File: config.mk
export PLATFORM = sky130hd
export DESIGN_NAME = aes_stage
export DESIGN_NICKNAME = d
export VERILOG_FILES = /design/src/core/aes_pkg.sv /design/src/core/aes_stage.sv /design/src/core/aes_delay_timer.sv /design/src/core/aes_event_counter.sv
export SDC_FILE = /design/constraint.sdc
export NUM_CORES = 1
export LEC_CHECK = 0
export ABC_AREA = 1
export BUFFER_PORTS_ARGS = -buffer_cell sky130_fd_sc_hd__buf_2
export CAP_MARGIN = 15
export CORE_MARGIN = 4
export CORE_UTILIZATION = 45
export DETAILED_ROUTE_END_ITERATION = 16
export HOLD_SLACK_MARGIN = 0.05
export SLEW_MARGIN = 20
export SYNTH_ARGS = -nofsm -noshare
export SYNTH_HDL_FRONTEND = slang
export SYNTH_HIERARCHICAL = 1
export SYNTH_SLANG_ARGS = --single-unit
File: constraint.sdc
create_clock -name ref_clk -period 5.56 [get_ports ref_clk]
set_input_delay 0.556 -clock ref_clk [delete_from_list [all_inputs] [get_ports ref_clk]]
set_output_delay 0.556 -clock ref_clk [all_outputs]
set_load 0.01 [all_outputs]
File: src/core/aes_pkg.sv
// Shared constants and types of the accidental energizing stage
package aes_pkg;
  localparam int CLK_PERIOD_NS = 10;
  localparam int PROG_CYCLE_MS = 5;
  localparam int PROG_CYCLE_CLKS = PROG_CYCLE_MS * 1000000 / CLK_PERIOD_NS;
  localparam int MEAS_W = 16;
  localparam int TMR_W = 19;
  localparam int CNT_W = 16;
  localparam int NUM_GROUPS = 2;
  localparam int GSEL_W = 1;
  localparam int EV_N = 6;
  // Register byte offsets
  localparam logic [7:0] REG_CTRL = 8'h00;
  localparam logic [7:0] REG_STATUS = 8'h04;
  localparam logic [7:0] REG_IST = 8'h08;
  localparam logic [7:0] REG_IMASK = 8'h0C;
  localparam logic [7:0] REG_EVSEL = 8'h10;
  localparam logic [7:0] REG_CNT_START = 8'h14;
  localparam logic [7:0] REG_CNT_TRIP = 8'h18;
  localparam logic [7:0] REG_CNT_BLOCK = 8'h1C;
  localparam logic [7:0] REG_CNT_CLR = 8'h20;
  localparam logic [7:0] REG_STAMP = 8'h24;
  localparam logic [7:0] GRP_BASE = 8'h40;
  localparam logic [7:0] GRP_SPAN = 8'h20;
  // Setting slots within a group, one word each
  localparam int F_ULIM = 0;
  localparam int F_ILIM = 1;
  localparam int F_TACT = 2;
  localparam int F_TREL = 3;
  // Field positions
  localparam int CTRL_MODE_LSB = 0;
  localparam int CTRL_FORCE_LSB = 4;
  localparam int GRP_IDX_LSB = 4;
  localparam int FLD_IDX_LSB = 2;
  localparam int EV_START_ON = 0;
  localparam int EV_START_OFF = 1;
  localparam int EV_TRIP_ON = 2;
  localparam int EV_TRIP_OFF = 3;
  localparam int EV_BLOCK_ON = 4;
  localparam int EV_BLOCK_OFF = 5;
  localparam logic [EV_N-1:0] EV_ON_MASK = 6'h15;
  localparam logic [EV_N-1:0] EV_OFF_MASK = 6'h2A;
  // Reset values: 50.00 %, 0.05 xIn, 5.000 s and 0.250 s in 5 ms cycles
  localparam logic [TMR_W-1:0] ULIM_RST = 19'h0_1388;
  localparam logic [TMR_W-1:0] ILIM_RST = 19'h0_0005;
  localparam logic [TMR_W-1:0] TACT_RST = 19'h0_03E8;
  localparam logic [TMR_W-1:0] TREL_RST = 19'h0_0032;
  localparam logic [1:0] EVSEL_RST = 2'h3;
  typedef enum logic [2:0] {MODE_ON, MODE_BLOCKED, MODE_TEST, MODE_TEST_BLOCKED, MODE_OFF} aes_mode_t;
  typedef enum logic [1:0] {FORCE_NORMAL, FORCE_START, FORCE_TRIP, FORCE_BLOCKED} aes_force_t;
  typedef enum logic [2:0] {ST_IDLE, ST_ARMING, ST_ARMED, ST_RELEASING, ST_BLOCKED} aes_state_t;
endpackage : aes_pkg

File: src/core/aes_stage.sv
// Accidental energizing protection stage with AHB-Lite registers
// Notes on behaviour
// - Takes three phase currents and four voltage channels refreshed every 5 ms.
// - Operating mode On, Blocked, Test, Test/Blocked or Off; default On.
// - Forced status Normal, Start, Trip or Blocked; Normal passes computed status.
// - Mode and forcing are static, untouched by setting group selection.
// - Pick-up settings come from the active group, changeable while running.
// - Voltage under limit for the activation delay arms start.
// - Voltage above limit keeps start for the release delay, then clears.
// - Start armed and every phase current above limit trips the stage.
// - Trip still possible while the release delay is counting.
// - Undervoltage limit 0.00 to 99.00 percent nominal, default 50.00.
// - Block sampled each program cycle; block at pick-up gives blocked, not start.
// - Block on active start clears start and runs release timing.
// - On and off events for start, trip, block with counters.
`timescale 1ns/1ps
module aes_stage
  import aes_pkg::*;
#(
  parameter int CYCLE_CLKS = PROG_CYCLE_CLKS
) (
  input wire logic ref_clk,
  input wire logic resetn,
  input wire logic hsel,
  input wire logic [31:0] haddr,
  input wire logic [1:0] htrans,
  input wire logic hwrite,
  input wire logic [2:0] hsize,
  input wire logic [31:0] hwdata,
  input wire logic hready,
  output logic hreadyout,
  output logic hresp,
  output logic [31:0] hrdata,
  input wire logic [MEAS_W-1:0] cur_l1,
  input wire logic [MEAS_W-1:0] cur_l2,
  input wire logic [MEAS_W-1:0] cur_l3,
  input wire logic [MEAS_W-1:0] volt_u1,
  input wire logic [MEAS_W-1:0] volt_u2,
  input wire logic [MEAS_W-1:0] volt_u3,
  input wire logic [MEAS_W-1:0] volt_u4,
  input wire logic block_in,
  input wire logic [GSEL_W-1:0] group_sel,
  output logic stage_start,
  output logic stage_trip,
  output logic stage_blocked,
  output logic irq,
  output logic evt_valid,
  output logic [EV_N-1:0] evt_flags,
  output logic [31:0] evt_stamp
);
  typedef struct packed {
    logic [31:0] div;
    logic tick;
    aes_state_t st;
    logic [2:0] mode;
    logic [1:0] force_sel;
    logic [NUM_GROUPS-1:0][3:0][TMR_W-1:0] set;
    logic [EV_N-1:0] ist;
    logic [EV_N-1:0] imask;
    logic [1:0] evsel;
    logic s_start;
    logic s_trip;
    logic s_blk;
    logic [31:0] stamp;
    logic ev_v;
    logic [EV_N-1:0] ev_f;
    logic [2:0] cnt_inc;
    logic [2:0] cnt_clr;
    logic a_wr;
    logic [7:0] a_addr;
    logic [31:0] rdata;
  } aes_stage_t;

  localparam logic [31:0] DIV_LAST = 32'(CYCLE_CLKS - 1);

  aes_stage_t r;
  aes_stage_t next_r;
  logic [MEAS_W-1:0] v_a, v_b, vmax, i_a, imin, ulim, ilim;
  logic under, all_over, blk, act_done, rel_done, test_mode, mode_off;
  logic raw_trip;
  logic [CNT_W-1:0] cnt_start, cnt_trip, cnt_block;

  generate
    if (CYCLE_CLKS < 1 || NUM_GROUPS != (1 << GSEL_W)) begin : g_chk
      $error("Unsupported cycle length or group count");
    end
  endgenerate

  // Highest voltage channel and lowest phase current
  assign v_a = (volt_u1 > volt_u2) ? volt_u1 : volt_u2;
  assign v_b = (volt_u3 > volt_u4) ? volt_u3 : volt_u4;
  assign vmax = (v_a > v_b) ? v_a : v_b;
  assign i_a = (cur_l1 < cur_l2) ? cur_l1 : cur_l2;
  assign imin = (i_a < cur_l3) ? i_a : cur_l3;
  assign ulim = r.set[group_sel][F_ULIM][MEAS_W-1:0];
  assign ilim = r.set[group_sel][F_ILIM][MEAS_W-1:0];
  assign under = vmax < ulim;
  assign all_over = imin > ilim;
  assign mode_off = !(r.mode inside {MODE_ON, MODE_BLOCKED, MODE_TEST, MODE_TEST_BLOCKED});
  assign test_mode = (r.mode == MODE_TEST) || (r.mode == MODE_TEST_BLOCKED);
  assign blk = block_in || (r.mode == MODE_BLOCKED) || (r.mode == MODE_TEST_BLOCKED);
  assign raw_trip = ((r.st == ST_ARMED) || (r.st == ST_RELEASING)) && all_over && !blk;

  aes_delay_timer #(.W(TMR_W)) u_act (
    .ref_clk(ref_clk), .resetn(resetn), .tick(r.tick), .run(r.st == ST_ARMING),
    .limit(r.set[group_sel][F_TACT]), .done(act_done)
  );
  aes_delay_timer #(.W(TMR_W)) u_rel (
    .ref_clk(ref_clk), .resetn(resetn), .tick(r.tick), .run(r.st == ST_RELEASING),
    .limit(r.set[group_sel][F_TREL]), .done(rel_done)
  );
  aes_event_counter #(.W(CNT_W)) u_cnt_start (
    .ref_clk(ref_clk), .resetn(resetn), .inc(r.cnt_inc[0]), .clr(r.cnt_clr[0]), .count(cnt_start)
  );
  aes_event_counter #(.W(CNT_W)) u_cnt_trip (
    .ref_clk(ref_clk), .resetn(resetn), .inc(r.cnt_inc[1]), .clr(r.cnt_clr[1]), .count(cnt_trip)
  );
  aes_event_counter #(.W(CNT_W)) u_cnt_block (
    .ref_clk(ref_clk), .resetn(resetn), .inc(r.cnt_inc[2]), .clr(r.cnt_clr[2]), .count(cnt_block)
  );

  always_comb begin
    logic [EV_N-1:0] ev;
    logic [EV_N-1:0] clr;
    logic [7:0] woff;
    logic [31:0] rd;
    ev = '0;
    clr = '0;
    woff = '0;
    rd = '0;
    next_r = r;
    next_r.tick = 1'b0;
    next_r.ev_v = 1'b0;
    next_r.ev_f = '0;
    next_r.cnt_inc = '0;
    next_r.cnt_clr = '0;
    // Program cycle divider
    if (r.div == DIV_LAST) begin
      next_r.div = '0;
      next_r.tick = 1'b1;
    end else begin
      next_r.div = r.div + 32'd1;
    end
    // Register writes in the data phase
    if (r.a_wr) begin
      woff = r.a_addr - GRP_BASE;
      unique case (r.a_addr)
        REG_CTRL: begin
          next_r.mode = hwdata[CTRL_MODE_LSB +: 3];
          next_r.force_sel = hwdata[CTRL_FORCE_LSB +: 2];
        end
        REG_IST: clr = hwdata[EV_N-1:0];
        REG_IMASK: next_r.imask = hwdata[EV_N-1:0];
        REG_EVSEL: next_r.evsel = hwdata[1:0];
        REG_CNT_CLR: next_r.cnt_clr = hwdata[2:0];
        default: begin
          if (r.a_addr >= GRP_BASE && woff < GRP_SPAN) begin
            next_r.set[woff[GRP_IDX_LSB +: GSEL_W]][woff[FLD_IDX_LSB +: 2]] = hwdata[TMR_W-1:0];
          end
        end
      endcase
    end
    // Stage evaluation once per program cycle
    if (r.tick) begin
      next_r.stamp = r.stamp + 32'd1;
      if (mode_off) begin
        next_r.st = ST_IDLE;
      end else begin
        unique case (r.st)
          ST_IDLE: if (under) next_r.st = ST_ARMING;
          ST_ARMING: begin
            if (!under) begin
              next_r.st = ST_IDLE;
            end else if (act_done) begin
              next_r.st = blk ? ST_BLOCKED : ST_ARMED;
            end
          end
          ST_ARMED: if (blk || !under) next_r.st = ST_RELEASING;
          ST_RELEASING: begin
            if (under && !blk) begin
              next_r.st = ST_ARMED;
            end else if (rel_done) begin
              next_r.st = ST_IDLE;
            end
          end
          ST_BLOCKED: begin
            if (!under) begin
              next_r.st = ST_IDLE;
            end else if (!blk) begin
              next_r.st = ST_ARMED;
            end
          end
        endcase
      end
      unique case (aes_force_t'(r.force_sel))
        FORCE_NORMAL: begin
          next_r.s_start = (next_r.st == ST_ARMED) || ((next_r.st == ST_RELEASING) && !blk);
          next_r.s_trip = raw_trip;
          next_r.s_blk = (next_r.st == ST_BLOCKED) || ((next_r.st == ST_RELEASING) && blk);
        end
        FORCE_START: {next_r.s_start, next_r.s_trip, next_r.s_blk} = 3'h4;
        FORCE_TRIP: {next_r.s_start, next_r.s_trip, next_r.s_blk} = 3'h6;
        FORCE_BLOCKED: {next_r.s_start, next_r.s_trip, next_r.s_blk} = 3'h1;
      endcase
      if (mode_off) begin
        {next_r.s_start, next_r.s_trip, next_r.s_blk} = 3'h0;
      end
      ev[EV_START_ON] = next_r.s_start && !r.s_start;
      ev[EV_START_OFF] = !next_r.s_start && r.s_start;
      ev[EV_TRIP_ON] = next_r.s_trip && !r.s_trip;
      ev[EV_TRIP_OFF] = !next_r.s_trip && r.s_trip;
      ev[EV_BLOCK_ON] = next_r.s_blk && !r.s_blk;
      ev[EV_BLOCK_OFF] = !next_r.s_blk && r.s_blk;
      next_r.cnt_inc = {ev[EV_BLOCK_ON], ev[EV_TRIP_ON], ev[EV_START_ON]};
      next_r.ev_f = ev & ((r.evsel[0] ? EV_ON_MASK : '0) | (r.evsel[1] ? EV_OFF_MASK : '0));
      next_r.ev_v = |next_r.ev_f;
    end
    // Sticky status, new event wins over clear
    next_r.ist = (r.ist & ~clr) | next_r.ev_f;
    // Register reads in the address phase
    if (hsel && hready && htrans[1]) begin
      next_r.a_wr = hwrite;
      next_r.a_addr = haddr[7:0];
      woff = haddr[7:0] - GRP_BASE;
      unique case (haddr[7:0])
        REG_CTRL: rd = 32'({r.force_sel, 1'b0, r.mode});
        REG_STATUS: rd = 32'({r.st, r.s_blk, r.s_trip, r.s_start});
        REG_IST: rd = 32'(r.ist);
        REG_IMASK: rd = 32'(r.imask);
        REG_EVSEL: rd = 32'(r.evsel);
        REG_CNT_START: rd = 32'(cnt_start);
        REG_CNT_TRIP: rd = 32'(cnt_trip);
        REG_CNT_BLOCK: rd = 32'(cnt_block);
        REG_STAMP: rd = r.stamp;
        default: begin
          if (haddr[7:0] >= GRP_BASE && woff < GRP_SPAN) begin
            rd = 32'(r.set[woff[GRP_IDX_LSB +: GSEL_W]][woff[FLD_IDX_LSB +: 2]]);
          end
        end
      endcase
      if (!hwrite) begin
        next_r.rdata = rd;
      end
    end else if (hready) begin
      next_r.a_wr = 1'b0;
    end
  end

  always_ff @(posedge ref_clk or negedge resetn) begin
    if (!resetn) begin
      r <= '0;
      r.st <= ST_IDLE;
      r.mode <= MODE_ON;
      r.force_sel <= FORCE_NORMAL;
      r.evsel <= EVSEL_RST;
      for (int g = 0; g < NUM_GROUPS; g++) begin
        r.set[g][F_ULIM] <= ULIM_RST;
        r.set[g][F_ILIM] <= ILIM_RST;
        r.set[g][F_TACT] <= TACT_RST;
        r.set[g][F_TREL] <= TREL_RST;
      end
    end else begin
      r <= next_r;
    end
  end

  assign hreadyout = 1'b1;
  assign hresp = 1'b0;
  assign hrdata = r.rdata;
  assign stage_start = r.s_start && !test_mode;
  assign stage_trip = r.s_trip && !test_mode;
  assign stage_blocked = r.s_blk;
  assign irq = |(r.ist & r.imask);
  assign evt_valid = r.ev_v;
  assign evt_flags = r.ev_f;
  assign evt_stamp = r.stamp;
endmodule : aes_stage

File: src/core/aes_delay_timer.sv
// Definite time delay counter advanced by the program cycle enable
`timescale 1ns/1ps
module aes_delay_timer #(
  parameter int W = 19
) (
  input wire logic ref_clk,
  input wire logic resetn,
  input wire logic tick,
  input wire logic run,
  input wire logic [W-1:0] limit,
  output logic done
);
  typedef struct packed {
    logic [W-1:0] cnt;
  } aes_tmr_t;
  aes_tmr_t r;
  aes_tmr_t next_r;

  generate
    if (W < 1) begin : g_chk
      $error("Timer width must be positive");
    end
  endgenerate

  // Done on the tick that completes the count, so a delay of N ends N ticks after the state was entered
  assign done = run && (({1'b0, r.cnt} + {{W{1'b0}}, 1'b1}) >= {1'b0, limit});

  always_comb begin
    next_r = r;
    if (!run) begin
      next_r.cnt = '0;
    end else if (tick && !done) begin
      next_r.cnt = r.cnt + W'(1);
    end
  end

  always_ff @(posedge ref_clk or negedge resetn) begin
    if (!resetn) begin
      r <= '0;
    end else begin
      r <= next_r;
    end
  end
endmodule : aes_delay_timer

File: src/core/aes_event_counter.sv
// Saturating cumulative event counter with clear
`timescale 1ns/1ps
module aes_event_counter #(
  parameter int W = 16
) (
  input wire logic ref_clk,
  input wire logic resetn,
  input wire logic inc,
  input wire logic clr,
  output logic [W-1:0] count
);
  typedef struct packed {
    logic [W-1:0] cnt;
  } aes_cnt_t;
  aes_cnt_t r;
  aes_cnt_t next_r;

  generate
    if (W < 1) begin : g_chk
      $error("Counter width must be positive");
    end
  endgenerate

  assign count = r.cnt;

  always_comb begin
    next_r = r;
    if (clr) begin
      next_r.cnt = W'(inc);
    end else if (inc && !(&r.cnt)) begin
      next_r.cnt = r.cnt + W'(1);
    end
  end

  always_ff @(posedge ref_clk or negedge resetn) begin
    if (!resetn) begin
      r <= '0;
    end else begin
      r <= next_r;
    end
  end
endmodule : aes_event_counter

=== After elaboration in Yosys (flattened, before gate mapping) ===
Cells that the tools add are included.

* Reduce and logical (&&, ||, !) cells: 68
* Magnitude comparators: 20
* Bitwise logic cells: 8
* Mux-type cells: 54
* Add/subtract/negate cells: 11
* Eq/ne operators: 28

{| class="wikitable"
|+ Operator list
! operator !! count
|-
| $mux W76 || 5
|-
| $pmux W32 S9 || 1
|-
| $mux W16 || 11
|-
| $bwmux W152 || 1
|-
| $mux W19 || 7
|-
| $demux W76 S1 || 1
|-
| $add A32 B1 Y32 const B || 2
|-
| $gt A16 B16 Y1 || 4
|-
| $add A16 B1 Y16 const B || 3
|-
| $lt A16 B16 Y1 || 3
|-
| $reduce_and A16 Y1 || 3
|-
| $mux W3 || 15
|-
| $add A19 B1 Y20 const B || 2
|-
| $eq A8 B5 Y1 const B || 5
|-
| $ge A20 B19 Y1 || 2
|-
| $add A19 B1 Y19 const B || 2
|-
| $bmux W19 S2 || 1
|-
| $demux W19 S2 || 1
|-
| $eq A32 B19 Y1 const B || 1
|-
| $eq A8 B4 Y1 const B || 4
|-
| $mux W32 || 1
|-
| $logic_and A1 B1 Y1 || 26
|-
| $and A6 B6 Y6 || 3
|-
| $eq A3 B2 Y1 const B || 6
|-
| 35 further kinds || 79
|}

* Input bits: 188
* Register bits: 382
* Output and inout bits: 77

=== Depth between registers and ports, before layout ===
* Depth after elaboration: 23
* Gate-level depth with buffers: 49
* Gate-level depth less buffers: 48

=== Hierarchy ===
The synthesis kept the hierarchy.

{| class="wikitable"
|+ Modules (own cells, without submodules)
! module !! cells an instance !! times used !! seq. area each (µm²) !! area each (µm²)
|-
| aes_stage || 2352 || 1 || 7449.6 || 18438.9
|-
| aes_event_counter || 149 || 3 || 400.4 || 1033.5
|-
| aes_delay_timer at u_act || 279 || 1 || 475.5 || 1991.9
|-
| aes_delay_timer at u_rel || 277 || 1 || 475.5 || 1981.9
|}

=== Worst setup path after synthesis ===
No wires, ideal clock.

* Path type: input port to flip-flop
* Start: in cur_l2[1]
* End: reg r (netlist bit evt_valid)
* Stages: 36
* Slack: 0.348 ns
* Data required time: 5.428 ns
* Arrival time: 5.080 ns
* Path buffers: 2
* Path through: inv_1 -> ha_1 -> a21boi_0 -> o211ai_1 -> a21oi_1 -> o21ai_1 -> o2111ai_1 -> clkbuf_1 -> nor2_1 -> a21oi_1 -> ha_1 -> a21oi_1 -> nor2_1 -> a211oi_1 -> nor2_1 -> a2111o_1 -> a21oi_1 -> clkbuf_1 -> o21ai_0 -> ha_1 -> nand3_1 -> nor2_1 -> o41ai_1 -> o211ai_1 -> nand2_1 -> o2111ai_1 -> nand3_1 -> o21ai_0 -> nand2_1 -> nor2_1 -> nand3_1 -> nand2_1 -> inv_1 -> nand3_1 -> nor2_1 -> nor2_1

{| class="wikitable"
|+ RTL lines
! element !! line !! text
|-
| start: declaration || aes_stage.sv:35 || <nowiki>input wire logic [MEAS_W-1:0] cur_l2,</nowiki>
|-
| end signal: assignment || aes_stage.sv:263 || <nowiki>r <= next_r;</nowiki>
|-
| end: declaration || aes_stage.sv:76 || <nowiki>aes_stage_t r;</nowiki>
|}

==> flow_metrics.py <==
metrics = {
    "placement": {
        "hpwl_um": 57300,
        "dpl_cell_area_sq_um": 27100,
        "io_buffers": 221,
        "globalplace.congestion": 0.922,
    },
    "floorplanning": {
        "dieWidth_um": 246,
        "io_pins": 265,
        "core.rowCount": 87,
        "die_y_um": 246,
        "core-area_sq_um": 56300,
        "initial_core_util": 0.453,
        "dieArea_sq_um": 60600,
    },
    "routing": {
        "vias": 23400,
        "routed_via_density": 5.44,
        "wl_met3_um": 4180,
        "top_layer": "met5",
        "wl_per_cell_um": 18.0,
        "wl_met2_um": 37700,
        "drt_first_pass_iters": 5,
        "routed_wl_um": 77500,
        "m1WireLength_um": 33400,
        "drt_iter0_drc": 1874,
        "drcViolationCount": 0,
        "ant_nets": 0,
    },
    "clock_network": {
        "cts.hold.buffers_added": 0,
        "htree_levels": 2,
        "insertion_delay_ps": 590,
        "cts-root-buf": "clkbuf_16",
        "cts_buffers": 46,
        "cts_tree": "built",
        "clockBufferDepth": 3,
        "cts_sinks": 382,
        "clk_pin_slew_ps": 50,
    },
    "cells_and_area": {
        "syn_to_final_growth_pct": 13.4,
        "mostFrequentLayoutCell": "nand2_1",
        "utilization": 0.514,
        "n_antenna_cell": 0,
        "postLayoutCellArea_sq_um": 28900,
        "final_cell_mix": "839 x nand2_1, 375 x inv_1, 347 x dfrtp_1",
        "drive_gt1_frac": 0.158,
        "fin_nets": 3851,
    },
    "global_routing": {
        "track_usage": 0.251,
        "grt_overflow_total": 0,
        "antenna_found_initial": 5,
        "grt_max_degree": 143,
        "grt_pass1_vias": 22700,
        "grt_pass1_wl_um": 122000,
    },
    "critical_path": {
        "cp_common_cell": "nand2_1",
        "crit_required_ps": 6000,
        "reg2reg_to": "evt_valid$_DFF_PN0_",
        "ff2ff_path_depth": 31,
        "path_class": "primary input to register",
        "start_kind": "primary input",
        "critPathMaxStageDelay_ps": 330,
        "timing.rr.start": "u_act/r[0]$_DFFE_PN0P_",
        "cp_data_arrival_time_ps": 5540,
        "ff2ff_setup_slack_ps": 920,
        "end_kind": "register",
        "cp.buffers_inverters": 7,
        "crit_fanout": 12,
        "critPathTopFamily": "simple AND/OR/NAND/NOR gates",
        "cpMaxStageDelayCell": "o21ai_0",
    },
    "sta": {
        "setup_viol": 0,
        "fmax_mhz": 196,
        "finalHoldViolCount": 0,
        "period_needed_ps": 5100,
        "slew_headroom": 0.355,
        "maxSlewViolCount": 0,
        "worstMarginPinSlew_ps": 943,
        "fin_tns_setup_ps": 0,
        "skew_ps": 33.4,
        "timing.final.crit_share": 0.917,
    },
    "yosys": {
        "synth-main-ff-cell": "dfrtp_1",
        "syn-num-nets": 3700,
        "yosys_warnings": 6,
        "syn_area_per_cell_sq_um": 7.60,
        "synth.yosys.seq_area_share": 0.376,
        "synthCells": 3355,
        "synth_area_sq_um": 25500,
        "synthDistinctLibCells": 68,
        "synthArstFlopShare": 1.00,
        "synth_edf_count": 0,
        "ys_ff_latch": 382,
    },
    "power": {
        "power.leakage_nw": 15.3,
        "ir_worst_vdd_mv": 0.209,
        "total_power_w": 0.00812,
        "power.density_nw_per_um2": 281,
    },
    "hold_path": {
        "min_path_type": "primary input to asynchronous set/reset pin",
    },
    "job": {
        "cap_viol_max_count": 0,
    },
    "status": {
        "outcome": "complete, no violations",
    },
}
state kept, by name (all words and copies together) (netlist names):
| name | flops |
|---|---|
| u_cnt_start/count | 16 |
| r | 224 |
| u_rel/r | 19 |
| evt_stamp | 32 |
| evt_flags | 6 |
| evt_valid | 1 |
| stage_blocked | 1 |
| u_cnt_trip/count | 16 |
| u_cnt_block/count | 16 |
| u_act/r | 19 |
| hrdata | 32 |
cell usage after synthesis (all sizes together), types with 2 or more instances:
cell       n  area, sq um
a31oi      8         50.1
o2111ai    4         35.0
a211oi    14          105
nor4      16          160
o221ai     2         17.5
buf       98          728
a32oi      2         17.5
o31ai      2         15.0
inv      386         1460
a21oi    151          759
o22ai     42          263
o221a      2         22.5
nor3      54          275
nand2    859         3290
a32o      10          100
a2111oi    7         61.3
nand3b     4         30.0
nand3    186         1090
conb       2         7.51
dfrtp    348         8710
o21ai    331         1690
a21boi     6         45.0
o211ai     8         60.1
o21a       3         22.5
mux2i     30          300
xnor2      8         70.1
a221oi     6         52.6
a22o       2         17.5
and3       6         37.5
nand4    101          647
nor2     250         1110
ha       157         1960
a21o       3         22.5
clkbuf   100          375
mux2      23          259
o21bai     3         22.5
o2bb2ai    3         26.3
xor2      68          596
dfstp     34          893
clkinv     3         11.3
or2        5         31.3
kinds of logic (layout without fill, tap and decap cells):
family          after synthesis  count (layout)  share of synthesized area
compound gates              614             614                      0.135
fa+ha+maj                   157             157                     0.0770
mux                          53              53                     0.0219
xor+xnor                     76              76                     0.0261
simple gates               1484            1484                      0.262
other cells                   2               2                   0.000294
flops                       382             382                      0.376
buf+inv                     587             774                      0.101
layout make-up:
type,count,area [sq um]
inverters,389,1470
repair buffers,301,1810
clock inverters,15,229
well taps,756,946
multi-input cells,2386,13500
flip-flops and latches,382,9600
clock buffers,69,1380
fillers,5423,27300
worst register-to-register path, delay by kind of cell (launching register included):
kind | cells | cell delay (ps)
AOI/OAI and AO/OA | 2 | 250
xor gates and xnor gates | 1 | 210
adders and majority gates | 2 | 590
buffers and inverters | 4 | 430
DFF | 1 | 420
and+or+nand+nor | 22 | 2600
power breakdown:
group / leakage [nW] / switching, W / internal (W)
clock: 0.793 / 0.00123 / 0.00195
sequential: 4.54 / 0.000220 / 0.00308
combinational: 9.94 / 0.000982 / 0.000663
total: 15.3 / 0.00243 / 0.00569
through the flow:
stage | worst slack [ps] | instances | hold WS (ps)
2_1_floorplan | 348 | 3355 | 260
3_3_place_gp | -142 | 4209 | 453
3_5_place_dp | -209 | 4209 | 458
4_1_cts | 362 | 4293 | 69.0
5_1_grt | -8.31 | 4298 | 131
6_report | 460 | 4298 | 58.6
how the worst max path moves through the flow:
stage,cells past startpoint,start,end
detailed placement,36,cur_l1[1],evt_valid$_DFF_PN0_
finish,36,volt_u4[11],evt_valid$_DFF_PN0_
global placement,37,cur_l2[1],evt_valid$_DFF_PN0_
CTS,36,cur_l1[1],evt_valid$_DFF_PN0_
global route,37,cur_l1[1],evt_valid$_DFF_PN0_
floorplan,36,cur_l2[1],evt_valid$_DFF_PN0_
metal layers:
metal  vias up  global-route usage
met1     11200               0.332
met4         2              0.0784
met3       127              0.0317
met5         -                   0
li1      11400                   -
met2       699               0.429
what timing repair did:
item                       CTS  global route
resized for setup            0            40
setup endpoints to repair    0            19
setup buffers                0             3
Power figures use the tool's default switching activity.
